$ cat config.mk
export PLATFORM = sky130hd
export DESIGN_NAME = adcs_top
export DESIGN_NICKNAME = d
export VERILOG_FILES = /design/src/hw/adcs_clkdiv.v /design/src/hw/adcs_sar.v /design/src/hw/adcs_top.v
export VERILOG_INCLUDE_DIRS = /design/src /design/src/hw
export SDC_FILE = /design/constraint.sdc
export NUM_CORES = 1
export LEC_CHECK = 0
export ABC_AREA = 1
export BUFFER_PORTS_ARGS = -buffer_cell sky130_fd_sc_hd__buf_2
export CAP_MARGIN = 15
export CELL_PAD_IN_SITES_DETAIL_PLACEMENT = 0
export CELL_PAD_IN_SITES_GLOBAL_PLACEMENT = 2
export CORE_ASPECT_RATIO = 1.5
export CORE_UTILIZATION = 34
export CTS_BUF_LIST = sky130_fd_sc_hd__clkbuf_8
export DETAILED_ROUTE_END_ITERATION = 10
export PLACE_DENSITY_LB_ADDON = 0.1
export SLEW_MARGIN = 20
export SYNTH_ARGS = -nofsm -noshare
export SYNTH_HDL_FRONTEND = slang
export SYNTH_SLANG_ARGS = --single-unit
$ cat constraint.sdc
create_clock -name pclk -period 2.6 [get_ports pclk]
set_input_delay 0 -clock pclk [delete_from_list [all_inputs] [get_ports pclk]]
set_output_delay 0 -clock pclk [all_outputs]
set_load 0.005 [all_outputs]
$ cat src/hw/adcs_regs.vh
// Register offsets, field positions, reset values and timing counts for the converter sequencer.
// Assumes a 32-bit APB slave with one register per aligned word.
`ifndef ADCS_REGS_VH
`define ADCS_REGS_VH

// ----------------------------------------
// Register byte addresses
// ----------------------------------------
`define ADCS_OFF_CTRL0    12'h000
`define ADCS_OFF_CTRL1    12'h004
`define ADCS_OFF_RESULT   12'h008
`define ADCS_OFF_PORT     12'h00c
`define ADCS_OFF_DIR      12'h010
`define ADCS_OFF_IRQ      12'h014

// ----------------------------------------
// Control register 0 fields
// ----------------------------------------
`define ADCS_C0_POWER     0
`define ADCS_C0_GO        2
`define ADCS_C0_CHS_LO    3
`define ADCS_C0_CHS_HI    5
`define ADCS_C0_CKS_LO    6
`define ADCS_C0_CKS_HI    7
`define ADCS_C0_MASK      8'hfd

// ----------------------------------------
// Control register 1 and interrupt register fields
// ----------------------------------------
`define ADCS_C1_W         2
`define ADCS_C1_RESET     2'h0
`define ADCS_IRQ_FLAG     0
`define ADCS_IRQ_EN       1
`define ADCS_IRQ_GEN      2

// ----------------------------------------
// Port and timing
// ----------------------------------------
`define ADCS_PORT_W       5
`define ADCS_DIR_RESET    5'h1f
`define ADCS_CKS_RC       2'h3
`define ADCS_DIV2         8'h02
`define ADCS_DIV8         8'h08
`define ADCS_DIV32        8'h20
`define ADCS_RC_DIV       8'ha0
`define ADCS_HALF_BITS    5'h13

`endif

$ cat src/hw/adcs_clkdiv.v
// Bit-period divider for the converter sequencer.
// Assumes pclk stands for the oscillator; the RC option is a fixed division of the same clock.
`include "adcs_regs.vh"

module adcs_clkdiv (
  input  wire       pclk,
  input  wire       presetn,
  input  wire       run,
  input  wire [1:0] clk_sel,
  output reg        half_tick
);

  reg  [7:0] cnt_q;
  wire [7:0] half_len;

  // ----------------------------------------
  // Half-period length per clock choice
  // ----------------------------------------
  // Ticks every half bit period so 9.5 periods are counted exactly.
  assign half_len = (clk_sel == 2'h0) ? (`ADCS_DIV2 >> 1) :
                    (clk_sel == 2'h1) ? (`ADCS_DIV8 >> 1) :
                    (clk_sel == 2'h2) ? (`ADCS_DIV32 >> 1) : (`ADCS_RC_DIV >> 1);

  always @(posedge pclk or negedge presetn) begin
    if (!presetn) begin
      cnt_q     <= 8'h00;
      half_tick <= 1'b0;
    end else if (!run) begin
      cnt_q     <= 8'h00;
      half_tick <= 1'b0;
    end else if (cnt_q == half_len - 8'h01) begin
      cnt_q     <= 8'h00;
      half_tick <= 1'b1;
    end else begin
      cnt_q     <= cnt_q + 8'h01;
      half_tick <= 1'b0;
    end
  end

endmodule

$ cat src/hw/adcs_sar.v
// Successive-approximation register stepping one bit per bit period.
// Assumes an external comparator answer, valid when sampled.
`include "adcs_regs.vh"

module adcs_sar (
  input  wire       pclk,
  input  wire       presetn,
  input  wire       start,
  input  wire       step,
  input  wire       cmp_high,
  output reg  [7:0] trial,
  output reg        done
);

  reg [3:0] bit_q;

  always @(posedge pclk or negedge presetn) begin
    if (!presetn) begin
      trial <= 8'h00;
      bit_q <= 4'h0;
      done  <= 1'b0;
    end else if (start) begin
      trial <= 8'h80;
      bit_q <= 4'h7;
      done  <= 1'b0;
    end else if (step && !done) begin
      // Keep or drop the trial bit, then try the next lower one.
      trial[bit_q[2:0]] <= cmp_high;
      if (bit_q != 4'h0) begin
        trial[bit_q[2:0] - 3'h1] <= 1'b1;
        bit_q <= bit_q - 4'h1;
      end else begin
        done <= 1'b1;
      end
    end
  end

endmodule

$ cat src/hw/adcs_top.v
// Converter sequencer with the five-pin port, reached over APB.
// Assumes pins and comparator answer are synchronous to pclk and pclk stands for the oscillator.
`include "adcs_regs.vh"

module adcs_top (
  input  wire        pclk,
  input  wire        presetn,
  input  wire        psel,
  input  wire        penable,
  input  wire        pwrite,
  input  wire [11:0] paddr,
  input  wire [31:0] pwdata,
  output reg  [31:0] prdata,
  output reg         pready,
  output reg         pslverr,
  input  wire [4:0]  pin_in,
  output reg  [4:0]  pin_out,
  output reg  [4:0]  pin_oe,
  output reg  [2:0]  channel_select,
  input  wire        cmp_high,
  output reg  [7:0]  dac_trial,
  output reg         conv_irq
);

  // ----------------------------------------
  // State
  // ----------------------------------------
  localparam ST_IDLE = 1'b0;
  localparam ST_CONV = 1'b1;

  reg        state_q;
  reg  [7:0] ctrl0_q;
  reg  [1:0] ctrl1_q;
  reg  [7:0] result_q;
  reg  [4:0] latch_q;
  reg  [4:0] dir_q;
  reg        irq_flag_q;
  reg        irq_en_q;
  reg        gie_q;
  reg  [4:0] halves_q;
  reg        sar_start_q;
  wire       half_tick;
  wire [7:0] sar_trial;
  wire       sar_done;
  wire       wr_en;
  wire       rd_en;
  wire       acc_first;
  wire       go_set;
  wire       conv_end;
  wire [4:0] analog_mask;
  wire [4:0] port_view;

  // ----------------------------------------
  // Pin function decode
  // ----------------------------------------
  // Which of the four lower pins are analog for each pin-mode code; pin 4 is always digital.
  function [4:0] analog_of;
    input [1:0] mode;
    begin
      case (mode)
        2'h0: analog_of = 5'h0f;
        2'h1: analog_of = 5'h0f;
        2'h2: analog_of = 5'h03;
        default: analog_of = 5'h00;
      endcase
    end
  endfunction

  // True for the six register words; anything else is refused on write and reads as zero.
  function is_mapped;
    input [11:0] a;
    begin
      is_mapped = (a == `ADCS_OFF_CTRL0) || (a == `ADCS_OFF_CTRL1) || (a == `ADCS_OFF_RESULT) ||
                  (a == `ADCS_OFF_PORT) || (a == `ADCS_OFF_DIR) || (a == `ADCS_OFF_IRQ);
    end
  endfunction

  assign analog_mask = analog_of(ctrl1_q);
  assign port_view   = pin_in & ~analog_mask;

  // Writes land at the edge where pready is high, so the master and the slave agree on the edge.
  assign acc_first = psel && penable && !pready;
  assign wr_en     = psel && penable && pwrite && pready;
  assign rd_en    = psel && !penable;
  assign go_set   = wr_en && (paddr == `ADCS_OFF_CTRL0) && pwdata[`ADCS_C0_GO];
  assign conv_end = (state_q == ST_CONV) && half_tick && (halves_q == `ADCS_HALF_BITS - 5'h01);

  // ----------------------------------------
  // Divider and approximation register
  // ----------------------------------------
  adcs_clkdiv u_div (
    .pclk      (pclk),
    .presetn   (presetn),
    .run       (state_q == ST_CONV),
    .clk_sel   (ctrl0_q[`ADCS_C0_CKS_HI:`ADCS_C0_CKS_LO]),
    .half_tick (half_tick)
  );

  // The comparator sees whatever is on the selected pin, driven or not; no channel or direction gating.
  adcs_sar u_sar (
    .pclk     (pclk),
    .presetn  (presetn),
    .start    (sar_start_q),
    .step     (half_tick && halves_q[0] && (halves_q < 5'h10)),
    .cmp_high (cmp_high),
    .trial    (sar_trial),
    .done     (sar_done)
  );

  // ----------------------------------------
  // Conversion sequencer
  // ----------------------------------------
  always @(posedge pclk or negedge presetn) begin
    if (!presetn) begin
      state_q     <= ST_IDLE;
      halves_q    <= 5'h00;
      sar_start_q <= 1'b0;
      result_q    <= 8'h00;
    end else begin
      sar_start_q <= 1'b0;
      case (state_q)
        ST_IDLE: begin
          if (go_set && pwdata[`ADCS_C0_POWER]) begin
            state_q     <= ST_CONV;
            halves_q    <= 5'h00;
            sar_start_q <= 1'b1;
          end
        end
        default: begin
          if (half_tick) begin
            halves_q <= halves_q + 5'h01;
          end
          if (conv_end || !ctrl0_q[`ADCS_C0_POWER]) begin
            state_q <= ST_IDLE;
          end
          if (conv_end && sar_done) begin
            result_q <= sar_trial;
          end
        end
      endcase
    end
  end

  // ----------------------------------------
  // Registers and APB
  // ----------------------------------------
  // Done is a one-cycle answer to keep bus timing fixed; the write lands at the pready edge.
  always @(posedge pclk or negedge presetn) begin
    if (!presetn) begin
      ctrl0_q    <= 8'h00;
      ctrl1_q    <= `ADCS_C1_RESET;
      latch_q    <= 5'h00;
      dir_q      <= `ADCS_DIR_RESET;
      irq_flag_q <= 1'b0;
      irq_en_q   <= 1'b0;
      gie_q      <= 1'b0;
      prdata     <= 32'h0000_0000;
      pready     <= 1'b0;
      pslverr    <= 1'b0;
    end else begin
      pready  <= psel && penable && !pready;
      pslverr <= acc_first && pwrite && !is_mapped(paddr);
      if (wr_en) begin
        if (paddr == `ADCS_OFF_CTRL0) begin
          ctrl0_q <= pwdata[7:0] & `ADCS_C0_MASK;
          if (!pwdata[`ADCS_C0_POWER] || !(pwdata[`ADCS_C0_GO] || state_q == ST_CONV)) begin
            ctrl0_q[`ADCS_C0_GO] <= 1'b0;
          end else begin
            ctrl0_q[`ADCS_C0_GO] <= 1'b1;
          end
        end else if (paddr == `ADCS_OFF_CTRL1) begin
          ctrl1_q <= pwdata[1:0];
        end else if (paddr == `ADCS_OFF_PORT) begin
          // Unwritten bits take the pin levels as read back at the write, and hold them until the next port write.
          latch_q <= (port_view & ~pwdata[12:8]) | (pwdata[4:0] & pwdata[12:8]);
        end else if (paddr == `ADCS_OFF_DIR) begin
          dir_q <= pwdata[4:0];
        end else if (paddr == `ADCS_OFF_IRQ) begin
          irq_en_q <= pwdata[`ADCS_IRQ_EN];
          gie_q    <= pwdata[`ADCS_IRQ_GEN];
        end
      end
      if (conv_end) begin
        ctrl0_q[`ADCS_C0_GO] <= 1'b0;
      end
      // Hardware set wins over a software clear in the same cycle.
      if (conv_end) begin
        irq_flag_q <= 1'b1;
      end else if (wr_en && paddr == `ADCS_OFF_IRQ) begin
        irq_flag_q <= pwdata[`ADCS_IRQ_FLAG];
      end
      if (rd_en) begin
        if (paddr == `ADCS_OFF_CTRL0) begin
          prdata <= {24'h000000, ctrl0_q};
        end else if (paddr == `ADCS_OFF_CTRL1) begin
          prdata <= {30'h00000000, ctrl1_q};
        end else if (paddr == `ADCS_OFF_RESULT) begin
          prdata <= {24'h000000, result_q};
        end else if (paddr == `ADCS_OFF_PORT) begin
          prdata <= {27'h0000000, port_view};
        end else if (paddr == `ADCS_OFF_DIR) begin
          prdata <= {27'h0000000, dir_q};
        end else if (paddr == `ADCS_OFF_IRQ) begin
          prdata <= {29'h00000000, gie_q, irq_en_q, irq_flag_q};
        end else begin
          prdata <= 32'h0000_0000;
        end
      end
    end
  end

  // ----------------------------------------
  // Pin drivers and outputs
  // ----------------------------------------
  // Pin 4 can only pull low, so a latched one leaves it floating.
  always @(posedge pclk or negedge presetn) begin
    if (!presetn) begin
      pin_out        <= 5'h00;
      pin_oe         <= 5'h00;
      channel_select <= 3'h0;
      dac_trial      <= 8'h00;
      conv_irq       <= 1'b0;
    end else begin
      pin_out        <= {1'b0, latch_q[3:0]};
      pin_oe         <= {~dir_q[4] & ~latch_q[4], ~dir_q[3:0]};
      channel_select <= ctrl0_q[`ADCS_C0_CHS_HI:`ADCS_C0_CHS_LO];
      dac_trial      <= sar_trial;
      conv_irq       <= irq_flag_q && irq_en_q && gie_q;
    end
  end

endmodule

Yosys cells after proc, flatten, opt, wreduce, memory -nomap -nowiden
Cells that the tools add are included.
{ "op_classes": {"addsub": 5, "n_mul": 0, "div_mod_pow": 0, "n_lt_le_gt_ge": 5, "n_eq_ne": 13, "shifts": 0, "n_mux": 41, "n_bitwise": 15, "n_reduce_logical": 57} }
{ "op_table": {"columns": ["operator", "count"], "rows": [
  ["two-way mux 8 bit", 10],
  ["two-way mux 5 bit", 5],
  ["equality test 12 x 4 -> 1 bit, second input constant", 2],
  ["equality test 12 x 5 -> 1 bit, second input constant", 2],
  ["logical AND 1 bit", 21],
  ["AND 5 bit", 3],
  ["two-way mux 1 bit", 15],
  ["equality test 12 x 3 -> 1 bit, second input constant", 1],
  ["logical NOT 12 bit", 1],
  ["two-way mux 4 bit", 3],
  ["AND reduction 2 bit", 6],
  ["nonzero test 2 bit", 6],
  ["inverter 5 bit", 2],
  ["two-way mux 3 bit", 3],
  ["adder 8 x 1 -> 8 bit, second input constant", 1],
  ["bitwise mux 8 bit", 1],
  ["equality test 8 bit", 1],
  ["logical OR 1 bit", 8],
  ["less-than comparator 3 x 4 -> 1 bit, second input constant", 2],
  ["OR 8 bit", 1],
  ["one-hot mux 4 bit (2 select lines)", 1],
  ["subtractor 8 x 1 -> 8 bit, second input constant", 1],
  ["logical NOT 1 bit", 7],
  ["two-way mux 7 bit", 1],
  ["22 further kinds", 32]
]} }
{ "word_totals": {"regBits": 114, "latchBits": 0, "mem_bits_rw": 0, "romBits": 0, "inputBits": 55, "out_inout_bits": 56, "elab_cells": 161, "memories": 0} }

Logic depth before layout (Yosys ltp)
{ "depth": {"depth_word": 9, "ltp_mapped": 10, "mapped_depth_nobuf": 10} }

Cells and area by module
From an unflattened synthesis, not the netlist that was laid out.
{ "hier_totals": {"hier_cells": 559, "hier_area_um2": 4568.1} }
{ "modules_own_cells": {"columns": ["mod", "instances", "cells_per_inst", "area_per_inst_um2", "seq_area_each_um2"], "rows": [
  ["adcs_top", 1, 363, 3220.6, 1707.9],
  ["adcs_sar", 1, 132, 865.8, 325.3],
  ["adcs_clkdiv", 1, 64, 481.7, 225.2]
]} }

Worst setup path after synthesis
Ideal clock, no wire load.
{ "synth_timing": {"path_kind": "flip-flop to flip-flop", "start": "reg u_sar.bit_q[0]", "end": "reg u_sar.trial[4]", "setup_ps": 126, "arrival_time_ps": 1513, "required_ps": 2474, "setup_slack_ps": 961, "stages_incl_launch_ff": 11, "n_path_buf": 2, "synth_period_minus_slack_ps": 1639, "cell_sequence": "dfrtp_1 buf_2 inv_1 buf_2 ha_1 xnor2_1 inv_1 nand2_1 o21ai_0 nand2_1 o21ai_0"} }
{ "synth_via": {"elab_chain_len": 9, "word_cells_on_any_way": 17, "cone_classes": "1 x add/sub; 4 x order compare; 8 x mux; 1 x bitwise; 3 x reduce/logical"} }
{ "synth_lines": {"columns": ["item", "line_no", "source"], "rows": [
  ["from (decl)", "adcs_sar.v:15", "reg [3:0] bit_q;"],
  ["from (signal assigned)", "adcs_sar.v:31", "bit_q <= bit_q - 4'h1;"],
  ["subtractor 3 x 1 -> 3 bit (tied with other cells)", "adcs_sar.v:30", "trial[bit_q[2:0] - 3'h1] <= 1'b1;"],
  ["less-than comparator 3 x 4 -> 1 bit (implied by the code) (tied with other cells)", "adcs_sar.v:30", null],
  ["logical AND 1 bit (implied by the code) / two-way mux 1 bit (equally long branches)", "adcs_sar.v:30, adcs_sar.v:28", null],
  ["two-way mux 1 bit (implied by the code) / demux 1 bit (select 3 bit) (equally long branches)", null, null],
  ["demux 1 bit (select 3 bit) / bitwise mux 8 bit (equally long branches)", null, null],
  ["OR 8 bit (no line)", null, null],
  ["two-way mux 8 bit *", "adcs_sar.v:29", "if (bit_q != 4'h0) begin"],
  ["two-way mux 8 bit *", "adcs_sar.v:26", "end else if (step && !done) begin"],
  ["two-way mux 8 bit *", "adcs_sar.v:22", "end else if (start) begin"],
  ["to (signal, indexed assignment)", "adcs_sar.v:28", "trial[bit_q[2:0]] <= cmp_high;"],
  ["to (decl)", "adcs_sar.v:11", "output reg [7:0] trial,"]
]} }
Every way passes the cells marked *; elsewhere a longest branch is shown, timed or not. The select of a mux whose other input is x is not followed.
A chain may end at the register's enable or synchronous reset.

Final worst setup path
Ends and elaborated chain as after synthesis.

==> flow_summary.ini <==
[detailed_routing]
final_antenna_net_count = 0
dr.pass1.iters = 4
drc_errors = 0
vias = 3419
wl_um = 10300
routed_via_density = 4.52
routedWlPerCell_um = 13.6
drtIter0Drc = 96

[pwr]
swShare_pct = 26.2
p_leak_nw = 2.60
p_comb_share_pct = 12.8
pwr-share-seq_pct = 52.3
p_int_mw = 2.21
p_clk_share_pct = 34.9
p_switching_uw = 785
ir_worst_vdd_mv = 0.221
pwr_density_cell_nw_per_um2 = 582

[setup_path]
path_buf_inv = 2
critPathMaxFanout = 11
reg2reg_to = u_sar.trial[4]
critPathKind = reg -> reg
path_cells = inv_1 > ha_1 > xnor2_1 > inv_1 > nand2_1 > o21ai_0 > nand2_1 > o21ai_0
critPathCaptureType = register
r2r_start = u_sar.bit_q[0]
worst-r2r-setup-slack_ns = 0.62
cp_slowest_cell = dfrtp_1
r2r_cells = 8
critPathTopFamily = flip-flops
arrival_ns = 2.22
slowest_delay_ns = 0.53
required_ns = 2.84
critPathLaunchType = register

[synthesis]
synthXorXnorAreaFrac_pct = 1.42
synth_edf_count = 0
synthSimpleGateAreaFrac_pct = 23.8
synth_top_family_by_area = simple AND/OR/NAND/NOR gates
synth_compound_area_share_pct = 10.8
synth_top_area_cell = dfrtp_1
synthTopCellsByArea = dfrtp_1 49%, nand2_1 9.7%, o21ai_0 6.8%
synth_area_um2 = 4310
synth_cell_types = 36
synthFlopType = dfrtp_1
yosys_warnings = 0
synth_fa_ha_area_share_pct = 1.16
synth-seq-area-share_pct = 52.3
synth_seq_cells = 90
syn_area_per_cell_um2 = 8.58
synth_top_area_share_pct = 49.3
synth_cells = 503
async_reset_ff_share_pct = 100
synth_mux_area_share_pct = 0

[clock_tree]
ctsHoldBuffers = 19
clock_latency_ns = 0.36
post-cts-setup-buffer-count = 0
cts_max_path_buffers = 2
path_clk_slew_ns = 0.09
clkSinkCount = 90
htreeDepth = 3
clock-root-buffer = clkbuf_8
cts-resized-gates = 0
cts_buffers = 9
tritoncts = done

[timing]
rsz0062_at_grt = no
fmax_mhz = 506
final-max-slew-violation-count = 0
finalCritPeriodShare_pct = 76.1
tightest_slew_ns = 0.712
fin_skew_ns = 0.0101
setup-tns-final_ns = 0
finalWorstPathRequiredPeriod_ns = 1.98
hold_violations = 0
setup_viol = 0
maxSlewHeadroom_pct = 52.5

[placement]
io_buffers = 66
gp_congestion = 0.857
hpwl_um = 7840
dpl_cell_area_um2 = 4740

[finish]
layout_commonest_cell = nand2_1
drive_gt1_share_pct = 17.2
areaGrowthSynthToFinish_pct = 19.3
final_area_um2 = 5150
final_cell_mix = 111 x nand2_1, 85 x dfrtp_1, 66 x inv_1, 65 x buf_2, 59 x o21ai_0
n_antenna_cell = 0
fillCellCount = 1322
nets = 654

[global_route]
grt_pass1_wl_um = 16500
grt_max_degree = 54
overflow = 0
grt_usage_pct = 16.6
antenna_found_initial = 0
grt_pass1_vias = 3297

[floorplan]
ioPinCount = 111
dieWidth_um = 94.0
start_util_pct = 34.7
fp.dieArea_um2 = 13200
core-area_um2 = 12400
rows = 50
dieHeight_um = 140

[worst_hold_path]
min_to = prdata[0]
holdCritPathClass = in -> reg
worstHoldStart = psel
min_path_cells = 5

[run]
maxCapViolations = 0

[status]
status = completed
[Yosys cell counts (3+ instances only)]
| cell | instances |
|---|---|
| a21oi_1 | 11 |
| buf_2 | 3 |
| buf_4 | 26 |
| dfrtp_1 | 85 |
| dfstp_2 | 5 |
| ha_1 | 4 |
| inv_1 | 63 |
| nand2_1 | 111 |
| nand2_2 | 3 |
| nand2_4 | 3 |
| nand3_1 | 32 |
| nand4_1 | 6 |
| nor2_1 | 48 |
| nor2_2 | 3 |
| nor3_1 | 4 |
| o21a_1 | 4 |
| o21ai_0 | 59 |
| o31ai_1 | 3 |
| xnor2_1 | 3 |
| xor2_1 | 4 |
[worst max-delay path by stage]
stage                        start              to  slack, ns  cells past startpoint
finish              u_sar.bit_q[0]  u_sar.trial[4]       0.62                      8
global route        u_sar.bit_q[0]  u_sar.trial[4]       0.38                      8
CTS                 u_sar.bit_q[0]  u_sar.trial[4]       0.60                      8
floorplan           u_sar.bit_q[0]  u_sar.trial[4]       0.96                     10
global placement    u_sar.bit_q[0]  u_sar.trial[3]       0.66                      7
detailed placement  u_sar.bit_q[0]  u_sar.trial[4]       0.64                      8
[worst register-to-register path, stage by stage, from the launching register on]
cell and delay [ns]:
dfrtp_1 0.53, inv_1 0.25, ha_1 0.30, xnor2_1 0.35, inv_1 0.11, nand2_1 0.09
o21ai_0 0.08, nand2_1 0.06, o21ai_0 0.09
[stage by stage]
stage	worst slack, ns	power (mW)	hold WS [ns]	utilization [%]	std cells
final	0.622	2.99	0.0370	41.3	756
after CTS	0.604	3.04	0.0159	41.3	756
after global routing	0.383	3.18	0.0698	41.3	756
after floorplan	0.961	1.85	-0.296	-	527
after detailed placement	0.637	1.96	0.101	38.1	721
after global placement	0.660	1.95	0.0859	38.1	721
[state kept, by name (all words and copies together) (netlist names), 3 cells and up]
signal,flops
u_sar.bit_q,4
u_div.cnt_q,8
pin_oe,5
latch_q,5
dir_q,5
channel_select,3
ctrl0_q,7
pin_out,4
prdata,8
dac_trial,8
u_sar.trial,8
halves_q,5
result_q,8
[power groups by stage]
stage	registers, mW	logic [mW]	clock network (mW)
2_1_floorplan	1.58	0.277	0
6_report	1.57	0.383	1.05
3_3_place_gp	1.59	0.359	0
3_5_place_dp	1.59	0.368	0
4_1_cts	1.57	0.393	1.08
5_1_grt	1.58	0.446	1.15
[logic make-up (layout without fill, tap and decap cells)]
| group | Yosys count | in the layout |
|---|---|---|
| adder cells (fa/ha/maj) | 4 | 4 |
| flip-flops | 90 | 90 |
| XOR/XNOR | 7 | 7 |
| AND/OR/NAND/NOR | 222 | 222 |
| other | 1 | 25 |
| buffers and inverters | 93 | 166 |
| AO/OA/AOI/OAI | 86 | 86 |
[layer usage]
metal	GRT usage [%]	vias up	wire, um
met2	30.5	65	5470
met4	6.56	0	206
met1	18.3	1596	4240
met3	3.42	13	339
met5	0	-	0
li1	-	1745	-
[area by class of cell]
cell class	instances	area [um^2]	share of cell area, %
clock buffers	10	138	2.67
clock inverters	6	76.3	1.48
inverters	64	240	4.67
multi-input cells	344	1700	32.9
flip-flops and latches	90	2260	43.9
well taps	156	195	3.79
repair buffers	86	543	10.6
No activity file was read; power rests on OpenSTA's default activity.
